$ cat src/pkg/dgw_pkg.sv
// Shared constants and types for the data gateway timestamp framer
// What this block does
// - Timestamp service uses identifier 0x00; 0xFF means no interface selected.
// - SPI source tagged 0x20, UART source 0x21, I2C source 0x22.
// - Pin monitor tagged 0x30, power data 0x40, program-counter polling 0x50.
// - Every stream packet starts with the source interface identifier byte.
// - Free-running 16-bit timer value is captured into each timestamped packet.
// - A timer wrap not flagged in a packet header inserts a dedicated overflow packet into the stream.
// - Wrap pending when a timestamped packet sends its header is flagged there, no overflow packet.
// - Header overflow flag is sampled after the timer value was captured.
// - Every packet from a timestamp-enabled source carries a timestamp; a byte overwritten in its slot before framing is lost.
// - Timer tick frequency is readable; nominal tick about half a microsecond.
// - SPI chip select is active low; bits clocked while it is high are dropped.
// - SPI client forwards raw received characters unmodified into the stream.
// - Serial bridges support exactly twelve baud rates from 7200 to 921600.
// - Target UART is bridged both ways to the host as a serial port.
// - Host can read which gateway interfaces this build implements.
// - SPI character length selectable as 5, 6, 7 or 8 bits.
package dgw_pkg;

  localparam logic [7:0] ID_TS   = 8'h00;
  localparam logic [7:0] ID_NONE = 8'hff;
  localparam logic [7:0] ID_SPI  = 8'h20;
  localparam logic [7:0] ID_UART = 8'h21;
  localparam logic [7:0] ID_I2C  = 8'h22;
  localparam logic [7:0] ID_GPIO = 8'h30;
  localparam logic [7:0] ID_PWR  = 8'h40;
  localparam logic [7:0] ID_PC   = 8'h50;

  localparam int NSRC     = 5;
  localparam int SRC_SPI  = 0;
  localparam int SRC_UART = 1;
  localparam int SRC_GPIO = 2;
  localparam int SRC_PWR  = 3;
  localparam int SRC_PC   = 4;
  localparam logic [7:0] SRC_ID [NSRC] = '{ID_SPI, ID_UART, ID_GPIO, ID_PWR, ID_PC};

  // Implemented-interface mask bits
  localparam int MAP_TS   = 0;
  localparam int MAP_SPI  = 1;
  localparam int MAP_UART = 2;
  localparam int MAP_I2C  = 3;
  localparam int MAP_GPIO = 4;
  localparam int MAP_PWR  = 5;
  localparam int MAP_PC   = 6;
  localparam logic [7:0] IFACE_MAP_RST = 8'h77;

  localparam int HDR_OVF_BIT = 0;

  localparam int CLK_HZ   = 20_000_000;
  localparam int TICK_NS  = 500;
  localparam int TICK_CYC = (TICK_NS * (CLK_HZ / 1_000_000)) / 1000;
  localparam logic [31:0] TICK_HZ = 32'(CLK_HZ / TICK_CYC);
  localparam logic [15:0] TS_MAX = 16'hffff;

  localparam int NBAUD = 12;
  localparam logic [3:0] BAUD_SEL_RST = 4'h8;
  localparam logic [15:0] BAUD_DIV [NBAUD] = '{
    16'(CLK_HZ / 7200),   16'(CLK_HZ / 9600),   16'(CLK_HZ / 14400),  16'(CLK_HZ / 19200),
    16'(CLK_HZ / 28800),  16'(CLK_HZ / 38400),  16'(CLK_HZ / 57600),  16'(CLK_HZ / 76800),
    16'(CLK_HZ / 115200), 16'(CLK_HZ / 230400), 16'(CLK_HZ / 460800), 16'(CLK_HZ / 921600)};

  localparam logic [2:0] SPI_LEN_BASE = 3'h4;
  localparam logic [3:0] UART_FRAME_BITS = 4'ha;

  typedef enum logic [2:0] {
    FS_IDLE = 3'b000,
    FS_ID   = 3'b001,
    FS_HDR  = 3'b010,
    FS_TSH  = 3'b011,
    FS_TSL  = 3'b100,
    FS_DATA = 3'b101
  } dgw_fstate_e;

  typedef enum logic [1:0] {
    RX_IDLE  = 2'b00,
    RX_START = 2'b01,
    RX_DATA  = 2'b10,
    RX_STOP  = 2'b11
  } dgw_rxstate_e;

endpackage

$ cat src/pkg/dgw_stream_if.sv
// Byte stream carrier with valid and ready between framer and buffer
`timescale 1ns/10ps
interface dgw_stream_if #(parameter int W = 8);
  logic         valid;
  logic         ready;
  logic [W-1:0] data;
  modport src (output valid, output data, input ready);
  modport snk (input valid, input data, output ready);
endinterface

$ cat src/logic/dgw_skid.sv
// Two-entry buffer with registered outputs on both sides
`timescale 1ns/10ps
module dgw_skid #(
  parameter int W = 8
) (
  // Clock and reset
  input wire logic   i_clk,
  input wire logic   i_rst,
  // Stream in and out
  dgw_stream_if.snk  s_in,
  dgw_stream_if.src  s_out
);

  if (W < 1) begin : g_chk
    $error("dgw_skid: W must be at least 1");
  end

  logic         out_v;
  logic [W-1:0] out_d;
  logic         skid_v;
  logic [W-1:0] skid_d;
  logic         in_rdy;
  logic         take;
  logic         next_skid_v;

  assign s_out.valid = out_v;
  assign s_out.data  = out_d;
  assign s_in.ready  = in_rdy;
  assign take        = s_in.valid & in_rdy;

  always_comb begin
    next_skid_v = skid_v;
    if (!out_v || s_out.ready) begin
      next_skid_v = 1'b0;
    end else if (take) begin
      next_skid_v = 1'b1;
    end
  end

  always_ff @(posedge i_clk) begin
    if (i_rst) begin
      out_v  <= 1'b0;
      skid_v <= 1'b0;
      in_rdy <= 1'b1;
    end else begin
      skid_v <= next_skid_v;
      // Ready is registered, so a word already in flight lands in the skid slot
      in_rdy <= !next_skid_v;
      if (!out_v || s_out.ready) begin
        out_v <= skid_v | take;
        if (skid_v) begin
          out_d <= skid_d;
        end else if (take) begin
          out_d <= s_in.data;
        end
      end else if (take) begin
        skid_d <= s_in.data;
      end
    end
  end

endmodule

$ cat src/logic/dgw_framer.sv
// Data gateway: client receivers, timestamp framer and serial bridge
`timescale 1ns/10ps
module dgw_framer #(
  parameter int                 TICK_CYC  = dgw_pkg::TICK_CYC,
  parameter logic [7:0]         IFACE_MAP = dgw_pkg::IFACE_MAP_RST
) (
  // Clock and reset
  input  wire logic                     i_clk,
  input  wire logic                     i_rst,
  // SPI client pins
  input  wire logic                     i_spi_sclk,
  input  wire logic                     i_spi_cs_n,
  input  wire logic                     i_spi_mosi,
  // SPI settings
  input  wire logic [1:0]               i_spi_len,
  input  wire logic                     i_spi_cpol,
  input  wire logic                     i_spi_cpha,
  // UART pins and settings
  input  wire logic                     i_uart_rx,
  output logic                          o_uart_tx,
  input  wire logic [3:0]               i_baud_sel,
  // Pin monitor
  input  wire logic [3:0]               i_gpio,
  input  wire logic [3:0]               i_gpio_trig,
  // Power and program-counter samples
  input  wire logic                     i_pwr_valid,
  input  wire logic [7:0]               i_pwr_data,
  input  wire logic                     i_pc_valid,
  input  wire logic [7:0]               i_pc_data,
  // Timestamp enables, one per source
  input  wire logic [dgw_pkg::NSRC-1:0] i_ts_en,
  // Packet stream to host
  output logic [7:0]                    o_usb_data,
  output logic                          o_usb_valid,
  input  wire logic                     i_usb_ready,
  // Host bytes to target UART
  input  wire logic [7:0]               i_host_data,
  input  wire logic                     i_host_valid,
  output logic                          o_host_ready,
  // Configuration readback
  output logic [31:0]                   o_tick_hz,
  output logic [7:0]                    o_iface_map
);

  localparam int NS = dgw_pkg::NSRC;

  if (TICK_CYC < 1 || TICK_CYC > 65535) begin : g_chk
    $error("dgw_framer: TICK_CYC out of range");
  end

  // ---------------- Pin synchronisers
  logic [7:0] pin_meta;
  logic [7:0] pin_s;

  always_ff @(posedge i_clk) begin
    pin_meta <= {i_gpio, i_uart_rx, i_spi_mosi, i_spi_cs_n, i_spi_sclk};
    pin_s    <= pin_meta;
  end

  logic       sclk_s;
  logic       cs_n_s;
  logic       mosi_s;
  logic       rx_s;
  logic [3:0] gpio_s;
  assign sclk_s = pin_s[0];
  assign cs_n_s = pin_s[1];
  assign mosi_s = pin_s[2];
  assign rx_s   = pin_s[3];
  assign gpio_s = pin_s[7:4];

  // ---------------- Configuration readback
  always_ff @(posedge i_clk) begin
    if (i_rst) begin
      o_tick_hz   <= 32'h0;
      o_iface_map <= 8'h0;
    end else begin
      o_tick_hz   <= 32'(dgw_pkg::CLK_HZ / TICK_CYC);
      o_iface_map <= IFACE_MAP;
    end
  end

  // ---------------- Timestamp timer
  logic [15:0] tick_cnt;
  logic        tick;
  logic [15:0] ts;
  logic        wrap;

  assign tick = (tick_cnt == 16'(TICK_CYC - 1));
  assign wrap = tick && (ts == dgw_pkg::TS_MAX);

  always_ff @(posedge i_clk) begin
    if (i_rst) begin
      tick_cnt <= 16'h0;
      ts       <= 16'h0;
    end else begin
      tick_cnt <= tick ? 16'h0 : tick_cnt + 16'h1;
      if (tick) begin
        ts <= ts + 16'h1;
      end
    end
  end

  // ---------------- SPI client receiver
  logic       sclk_d;
  logic [2:0] spi_bits;
  logic [7:0] spi_sh;
  logic       spi_samp;
  logic [2:0] spi_last;
  logic [7:0] spi_next;
  logic       spi_done;
  logic [7:0] spi_byte;

  assign spi_last = dgw_pkg::SPI_LEN_BASE + {1'b0, i_spi_len};
  assign spi_samp = (i_spi_cpol ^ i_spi_cpha) ? (sclk_d & !sclk_s) : (!sclk_d & sclk_s);
  assign spi_next = {spi_sh[6:0], mosi_s};

  always_ff @(posedge i_clk) begin
    if (i_rst) begin
      // Track the pin so an idle-high clock gives no false edge after reset
      sclk_d   <= sclk_s;
      spi_bits <= 3'h0;
      spi_done <= 1'b0;
    end else begin
      sclk_d   <= sclk_s;
      spi_done <= 1'b0;
      if (cs_n_s) begin
        spi_bits <= 3'h0;
      end else if (spi_samp) begin
        spi_sh <= spi_next;
        if (spi_bits == spi_last) begin
          spi_bits <= 3'h0;
          spi_done <= 1'b1;
          spi_byte <= spi_next & (8'hff >> (3'h7 - spi_last));
        end else begin
          spi_bits <= spi_bits + 3'h1;
        end
      end
    end
  end

  // ---------------- UART bit timing
  logic [15:0] baud_div;

  always_ff @(posedge i_clk) begin
    if (i_rst) begin
      baud_div <= dgw_pkg::BAUD_DIV[dgw_pkg::BAUD_SEL_RST];
    end else if (i_baud_sel < 4'(dgw_pkg::NBAUD)) begin
      baud_div <= dgw_pkg::BAUD_DIV[i_baud_sel];
    end
  end

  // ---------------- UART receiver, 8N1
  dgw_pkg::dgw_rxstate_e rx_st;
  logic [15:0]           rx_cnt;
  logic [2:0]            rx_bits;
  logic [7:0]            rx_sh;
  logic                  rx_done;

  always_ff @(posedge i_clk) begin
    if (i_rst) begin
      rx_st   <= dgw_pkg::RX_IDLE;
      rx_cnt  <= 16'h0;
      rx_bits <= 3'h0;
      rx_done <= 1'b0;
    end else begin
      rx_done <= 1'b0;
      if (rx_cnt != 16'h0) begin
        rx_cnt <= rx_cnt - 16'h1;
      end else begin
        case (rx_st)
          dgw_pkg::RX_IDLE: begin
            if (!rx_s) begin
              rx_cnt <= {1'b0, baud_div[15:1]};
              rx_st  <= dgw_pkg::RX_START;
            end
          end
          dgw_pkg::RX_START: begin
            // Glitch shorter than half a bit is rejected
            rx_st   <= rx_s ? dgw_pkg::RX_IDLE : dgw_pkg::RX_DATA;
            rx_cnt  <= baud_div - 16'h1;
            rx_bits <= 3'h0;
          end
          dgw_pkg::RX_DATA: begin
            rx_sh   <= {rx_s, rx_sh[7:1]};
            rx_cnt  <= baud_div - 16'h1;
            rx_bits <= rx_bits + 3'h1;
            if (rx_bits == 3'h7) begin
              rx_st <= dgw_pkg::RX_STOP;
            end
          end
          dgw_pkg::RX_STOP: begin
            rx_done <= rx_s;
            rx_st   <= dgw_pkg::RX_IDLE;
          end
          default: begin
            rx_st <= dgw_pkg::RX_IDLE;
          end
        endcase
      end
    end
  end

  // ---------------- UART transmitter, 8N1
  logic [15:0] tx_cnt;
  logic [3:0]  tx_left;
  logic [8:0]  tx_sh;
  logic        host_take;

  assign host_take = i_host_valid & o_host_ready;

  always_ff @(posedge i_clk) begin
    if (i_rst) begin
      o_uart_tx    <= 1'b1;
      o_host_ready <= 1'b1;
      tx_left      <= 4'h0;
      tx_cnt       <= 16'h0;
      tx_sh        <= 9'h1ff;
    end else if (host_take) begin
      o_uart_tx    <= 1'b0;
      o_host_ready <= 1'b0;
      tx_sh        <= {1'b1, i_host_data};
      tx_left      <= dgw_pkg::UART_FRAME_BITS;
      tx_cnt       <= baud_div - 16'h1;
    end else if (tx_left != 4'h0) begin
      if (tx_cnt != 16'h0) begin
        tx_cnt <= tx_cnt - 16'h1;
      end else if (tx_left == 4'h1) begin
        tx_left      <= 4'h0;
        o_host_ready <= 1'b1;
      end else begin
        o_uart_tx <= tx_sh[0];
        tx_sh     <= {1'b1, tx_sh[8:1]};
        tx_left   <= tx_left - 4'h1;
        tx_cnt    <= baud_div - 16'h1;
      end
    end
  end

  // ---------------- Pin monitor
  logic [3:0] gpio_d;
  logic       gpio_chg;

  assign gpio_chg = |((gpio_s ^ gpio_d) & i_gpio_trig);

  always_ff @(posedge i_clk) begin
    if (i_rst) begin
      // Pins idling high must not look like a change once reset ends
      gpio_d <= gpio_s;
    end else begin
      gpio_d <= gpio_s;
    end
  end

  // ---------------- Source holding slots
  logic [NS-1:0] src_new;
  logic [7:0]    src_byte [NS];
  logic [NS-1:0] pend;
  logic [7:0]    hold [NS];

  assign src_new[dgw_pkg::SRC_SPI]   = spi_done;
  assign src_byte[dgw_pkg::SRC_SPI]  = spi_byte;
  assign src_new[dgw_pkg::SRC_UART]  = rx_done;
  assign src_byte[dgw_pkg::SRC_UART] = rx_sh;
  assign src_new[dgw_pkg::SRC_GPIO]  = gpio_chg;
  assign src_byte[dgw_pkg::SRC_GPIO] = {4'h0, gpio_s};
  assign src_new[dgw_pkg::SRC_PWR]   = i_pwr_valid;
  assign src_byte[dgw_pkg::SRC_PWR]  = i_pwr_data;
  assign src_new[dgw_pkg::SRC_PC]    = i_pc_valid;
  assign src_byte[dgw_pkg::SRC_PC]   = i_pc_data;

  // Fixed priority, lowest index first
  logic       found;
  logic [2:0] pick;

  always_comb begin
    found = 1'b0;
    pick  = 3'h0;
    for (int i = NS - 1; i >= 0; i--) begin
      if (pend[i]) begin
        found = 1'b1;
        pick  = 3'(i);
      end
    end
  end

  dgw_pkg::dgw_fstate_e st;
  logic                 grant;

  assign grant = (st == dgw_pkg::FS_IDLE) && found;

  // A slot holds one byte; a newer byte overwrites one not yet framed
  always_ff @(posedge i_clk) begin
    if (i_rst) begin
      pend <= '0;
    end else begin
      for (int i = 0; i < NS; i++) begin
        if (src_new[i]) begin
          pend[i] <= 1'b1;
          hold[i] <= src_byte[i];
        end else if (grant && pick == 3'(i)) begin
          pend[i] <= 1'b0;
        end
      end
    end
  end

  // ---------------- Packet framer
  dgw_stream_if #(.W(8)) fr_if ();
  dgw_stream_if #(.W(8)) out_if ();

  logic [7:0]  cur_id;
  logic [15:0] ts_cap;
  logic        ts_on;
  logic        is_ovf;
  logic [7:0]  dat;
  logic        ovf_pend;
  logic        acc;
  logic        hdr_acc;

  assign acc     = fr_if.valid & fr_if.ready;
  assign hdr_acc = acc && (st == dgw_pkg::FS_HDR);

  always_ff @(posedge i_clk) begin
    if (i_rst) begin
      ovf_pend <= 1'b0;
    end else begin
      ovf_pend <= wrap | (ovf_pend & !hdr_acc);
    end
  end

  always_comb begin
    fr_if.valid = (st != dgw_pkg::FS_IDLE);
    case (st)
      dgw_pkg::FS_ID:   fr_if.data = cur_id;
      // flag sampled after the captured count
      dgw_pkg::FS_HDR:  fr_if.data = 8'(ovf_pend) << dgw_pkg::HDR_OVF_BIT;
      dgw_pkg::FS_TSH:  fr_if.data = ts_cap[15:8];
      dgw_pkg::FS_TSL:  fr_if.data = ts_cap[7:0];
      dgw_pkg::FS_DATA: fr_if.data = dat;
      default:          fr_if.data = 8'h0;
    endcase
  end

  always_ff @(posedge i_clk) begin
    if (i_rst) begin
      st     <= dgw_pkg::FS_IDLE;
      cur_id <= dgw_pkg::ID_NONE;
      ts_on  <= 1'b0;
      is_ovf <= 1'b0;
      ts_cap <= 16'h0;
      dat    <= 8'h0;
    end else begin
      case (st)
        dgw_pkg::FS_IDLE: begin
          // data first, a timestamped data header carries the wrap
          if (found) begin
            cur_id <= dgw_pkg::SRC_ID[pick];
            ts_on  <= i_ts_en[pick];
            ts_cap <= ts;
            dat    <= hold[pick];
            is_ovf <= 1'b0;
            st     <= dgw_pkg::FS_ID;
          end else if (ovf_pend) begin
            cur_id <= dgw_pkg::ID_TS;
            is_ovf <= 1'b1;
            ts_on  <= 1'b0;
            st     <= dgw_pkg::FS_ID;
          end else begin
            cur_id <= dgw_pkg::ID_NONE;
          end
        end
        dgw_pkg::FS_ID: begin
          if (acc) begin
            st <= (is_ovf || ts_on) ? dgw_pkg::FS_HDR : dgw_pkg::FS_DATA;
          end
        end
        dgw_pkg::FS_HDR: begin
          if (acc) begin
            st <= is_ovf ? dgw_pkg::FS_IDLE : dgw_pkg::FS_TSH;
          end
        end
        dgw_pkg::FS_TSH: begin
          if (acc) begin
            st <= dgw_pkg::FS_TSL;
          end
        end
        dgw_pkg::FS_TSL: begin
          if (acc) begin
            st <= dgw_pkg::FS_DATA;
          end
        end
        dgw_pkg::FS_DATA: begin
          if (acc) begin
            st     <= dgw_pkg::FS_IDLE;
            cur_id <= dgw_pkg::ID_NONE;
          end
        end
        default: begin
          st <= dgw_pkg::FS_IDLE;
        end
      endcase
    end
  end

  // ---------------- Output buffer; host stall backs up into the framer
  dgw_skid #(.W(8)) u_buf (
    .i_clk (i_clk),
    .i_rst (i_rst),
    .s_in  (fr_if.snk),
    .s_out (out_if.src)
  );

  assign out_if.ready = i_usb_ready;
  assign o_usb_data   = out_if.data;
  assign o_usb_valid  = out_if.valid;

endmodule

$ cat config.mk
export PLATFORM = sky130hd
export DESIGN_NAME = dgw_framer
export DESIGN_NICKNAME = d
export VERILOG_FILES = /design/src/pkg/dgw_pkg.sv /design/src/pkg/dgw_stream_if.sv /design/src/logic/dgw_skid.sv /design/src/logic/dgw_framer.sv
export SDC_FILE = /design/constraint.sdc
export NUM_CORES = 1
export LEC_CHECK = 0
export BUFFER_PORTS_ARGS = -buffer_cell sky130_fd_sc_hd__buf_2
export CAP_MARGIN = 0
export CORE_AREA = 2 2 140 142
export CTS_CLUSTER_SIZE = 30
export DETAILED_ROUTE_END_ITERATION = 8
export DIE_AREA = 0 0 142 144
export GPL_TIMING_DRIVEN = 0
export PLACE_DENSITY = 0.78
export SLEW_MARGIN = 20
export SYNTH_ARGS = -nofsm -noshare
export SYNTH_HDL_FRONTEND = slang
export SYNTH_SLANG_ARGS = --single-unit
export TNS_END_PERCENT = 100
$ cat constraint.sdc
create_clock -name i_clk -period 3.1 [get_ports i_clk]
set_input_delay 0.155 -clock i_clk [delete_from_list [all_inputs] [get_ports i_clk]]
set_output_delay 0.155 -clock i_clk [all_outputs]
set_load 0.01 [all_outputs]
==> flow_metrics.py <==
metrics = {
    "status": {
        "outcome": "finished, final reports clean",
    },
    "finish": {
        "fin_nets": 1378,
        "diodes": 0,
        "fill_cells": 1470,
        "area_growth_syn_to_layout_pct": 18.8,
        "drive_above_1_share_pct": 14.8,
        "ff_latch_area_sq_mm": 0.00556,
        "utilization_pct": 68.1,
        "multi_input_area_sq_mm": 0.00483,
        "final_area_sq_mm": 0.0130,
    },
    "clocking": {
        "cts-resized-gates": 0,
        "numCtsBuffers": 25,
        "cts_buffer_depth": 3,
        "htreeDepth": 1,
        "clock-root-buffer": "clkbuf_16",
        "clk_latency_ns": 0.55,
        "path_clk_slew_ns": 0.06,
        "clock-sinks": 240,
        "cts_tree": "done",
    },
    "routing": {
        "viasPerCell": 5.86,
        "wl_per_cell_microns": 17.2,
        "drt_iter0_drc": 904,
        "antenna_left": 0,
        "drc": 0,
        "drt_wl_total_mm": 26.9,
        "vias": 9131,
        "dr.pass1.iters": 8,
    },
    "hold_path": {
        "hold_path_class": "input port to flip-flop",
    },
    "synthesis": {
        "ys_warn_count": 0,
        "ys.flop_type": "dfxtp_1",
        "syn_area_sq_mm": 0.0109,
        "avgSynthCellArea_sq_um": 9.66,
        "synth_cell_types": 72,
        "synth_top_area_share_pct": 30.2,
        "seq_area_frac_synth_pct": 50.8,
        "ys_async_sr_fraction_pct": 0,
        "synth_edf_count": 75,
        "synth_top_area_cell": "dfxtp_1",
        "synthCells": 1132,
        "synthTopCellsByArea": "dfxtp_1 (30%), edfxtp_1 (21%), nand2_1 (4.2%)",
        "yosys_register_bits": 240,
    },
    "place": {
        "io_buffer_count": 76,
        "dpl_cell_area_sq_mm": 0.0117,
        "gp_congestion": 0.929,
        "hpwl_mm": 18.1,
    },
    "global_routing": {
        "grt_overflow_total": 0,
        "first_global_vias": 8559,
        "antenna_found_initial": 0,
        "grtUsageTotal_pct": 25.7,
        "grt_pass1_wl_mm": 42.6,
        "grt_max_degree": 16,
    },
    "job": {
        "drv_cap": 0,
    },
    "critical_path": {
        "crit_path_end_kind": "flip-flop",
        "worstPathArrival_ns": 3.09,
        "crit_type": "flip-flop to flip-flop",
        "crit_fanout": 10,
        "crit_required_ns": 3.29,
        "startpoint_type": "flip-flop",
    },
    "floorplanning": {
        "die_area_sq_mm": 0.0204,
        "ios": 106,
        "die_h_microns": 144,
        "die-width_microns": 142,
        "rows": 51,
        "core-area_sq_mm": 0.0191,
        "initial_utilization_pct": 57.3,
    },
    "timing": {
        "slew_headroom_pct": 26.2,
        "tns_ns": 0,
        "setup_viol": 0,
        "rsz0062_at_grt": "no",
        "hold_ws_ns": 0.0341,
        "min_period_over_period_pct": 93.6,
        "max_freq_mhz": 345,
        "min_period_ns": 2.90,
        "hold_violations": 0,
        "fin_skew_ns": 0.0253,
        "tightest_slew_ns": 1.10,
        "slew_violations": 0,
    },
    "power": {
        "vdd_drop_max_mv": 0.520,
        "p_leak_nw": 4.96,
        "finalPower_mw": 10.3,
        "p_per_area_mw_per_mm2": 793,
    },
}
[flip-flops by register name, indices dropped and copies added (netlist names), 12 cells and up, named ones only]
register  cells
ts_cap       16
rx_cnt       16
ts           16
tick_cnt     16
baud_div     12
tx_cnt       16
hold         36
[synthesized netlist by cell type (3+ instances only)]
| cell type | instances |
|---|---|
| nand2_1 | 121 |
| ha_1 | 22 |
| o31ai_1 | 5 |
| buf_1 | 5 |
| o32ai_1 | 11 |
| xor2_1 | 26 |
| nand3_1 | 25 |
| a221oi_1 | 11 |
| a32o_1 | 3 |
| nand4_1 | 23 |
| or3_1 | 12 |
| or3b_2 | 3 |
| clkbuf_1 | 49 |
| or2_2 | 6 |
| nor3b_1 | 7 |
| inv_1 | 40 |
| buf_2 | 4 |
| a41oi_1 | 8 |
| a31oi_1 | 9 |
| xnor2_1 | 20 |
| and3_1 | 10 |
| nor2_1 | 88 |
| o21ai_0 | 34 |
| nor2b_1 | 17 |
| o21a_1 | 4 |
| nand3b_1 | 6 |
| o211ai_1 | 10 |
| a211oi_1 | 18 |
| o22ai_1 | 4 |
| buf_4 | 39 |
| mux2_2 | 13 |
| edfxtp_1 | 75 |
| and4_1 | 8 |
| nor3_1 | 37 |
| nand2b_1 | 8 |
| nor4b_1 | 3 |
| mux2i_1 | 25 |
| a222oi_1 | 4 |
| a211o_1 | 9 |
| and2_1 | 8 |
| a22oi_1 | 7 |
| dfxtp_1 | 165 |
| nor4_1 | 12 |
| a21oi_1 | 83 |
[kinds of logic (layout without fill, tap and decap cells)]
family | after synthesis | count (layout) | share of synthesized area (%)
mux | 38 | 38 | 3.63
fa+ha+maj | 22 | 22 | 2.52
flops | 240 | 240 | 50.8
xor+xnor | 46 | 46 | 3.68
compound gates | 240 | 240 | 14.5
other cells | 1 | 27 | 0.0343
simple gates | 407 | 407 | 18.8
buf+inv | 138 | 300 | 6.12
[layout make-up]
type	instances	area share, %
Multi-Input combinational cell	780	37.2
Sequential cell	240	42.7
Timing Repair Buffer	116	6.01
Inverter	41	1.18
Clock buffer	29	5.16
Tap cell	238	2.29
Buffer	97	3.97
Clock inverter	17	1.47
[worst paths after layout]
check | start | to | slack [ns] | cells past startpoint
hold / removal | i_ts_en[4] | ts_on | 0.03 | 4
setup reg to reg | rx_cnt[5] | rx_sh[0] | 0.20 | 6
hold reg to reg | pin_meta[2] | pin_s[2] | 0.33 | 0
setup / recovery | rx_cnt[5] | rx_sh[0] | 0.20 | 6
[layer usage]
layer	up-vias	share of wire [%]	wire length (microns)	global-route usage (%)
met5	-	0	0	0
li1	4374	-	-	-
met3	78	7.3	1960	3.34
met1	4265	41	11100	33.6
met2	414	48	12900	43.8
met4	0	3.3	887	10.0
[cell usage in the layout (no fill, tap or decap), types with 9 or more instances in the layout]
master,n
nor3_1,35
and3_1,10
clkbuf_1,50
o211ai_1,10
nor2b_1,17
xnor2_1,20
nand3_1,25
ha_1,22
a21oi_1,83
o21ai_0,34
a31oi_1,9
a221oi_1,11
o32ai_1,11
dfxtp_1,165
nand2_1,121
xor2_1,26
inv_1,40
buf_4,39
conb_1,27
a211oi_1,18
nor4_1,11
edfxtp_1,75
buf_2,80
or3_1,12
nand4_1,23
mux2_2,13
clkbuf_16,25
mux2i_1,25
dlygate4sd3_1,40
nor2_1,88
a211o_1,9
[timing repair]
| item | 4_1_cts | 5_1_grt |
|---|---|---|
| setup buffers | 0 | 0 |
| endpoints found under the setup margin | 0 | 0 |
| endpoints found under the hold margin | 43 | 0 |
| hold buffers | 40 | 0 |
[stage by stage]
step	instances	setup WS, ns
finish	1558	0.200
global route	1558	0.0371
CTS	1558	0.241
detailed placement	1472	0.255
global placement	1472	0.307
floorplan	1158	0.556
[power breakdown]
part	internal, mW	leakage [nW]	switching [mW]
Sequential	3.66	2.04	0.323
Combinational	1.20	2.50	1.98
Clock	1.82	0.417	1.32
[critical path, cell delays in order, from the launching register on]
cell and delay [ns]:
dfxtp_1 0.35, or4_1 0.53, buf_2 0.19, or4b_4 0.57, nor2_2 0.22, buf_2 0.27, and3_1 0.43
Power figures use the tool's default switching activity.
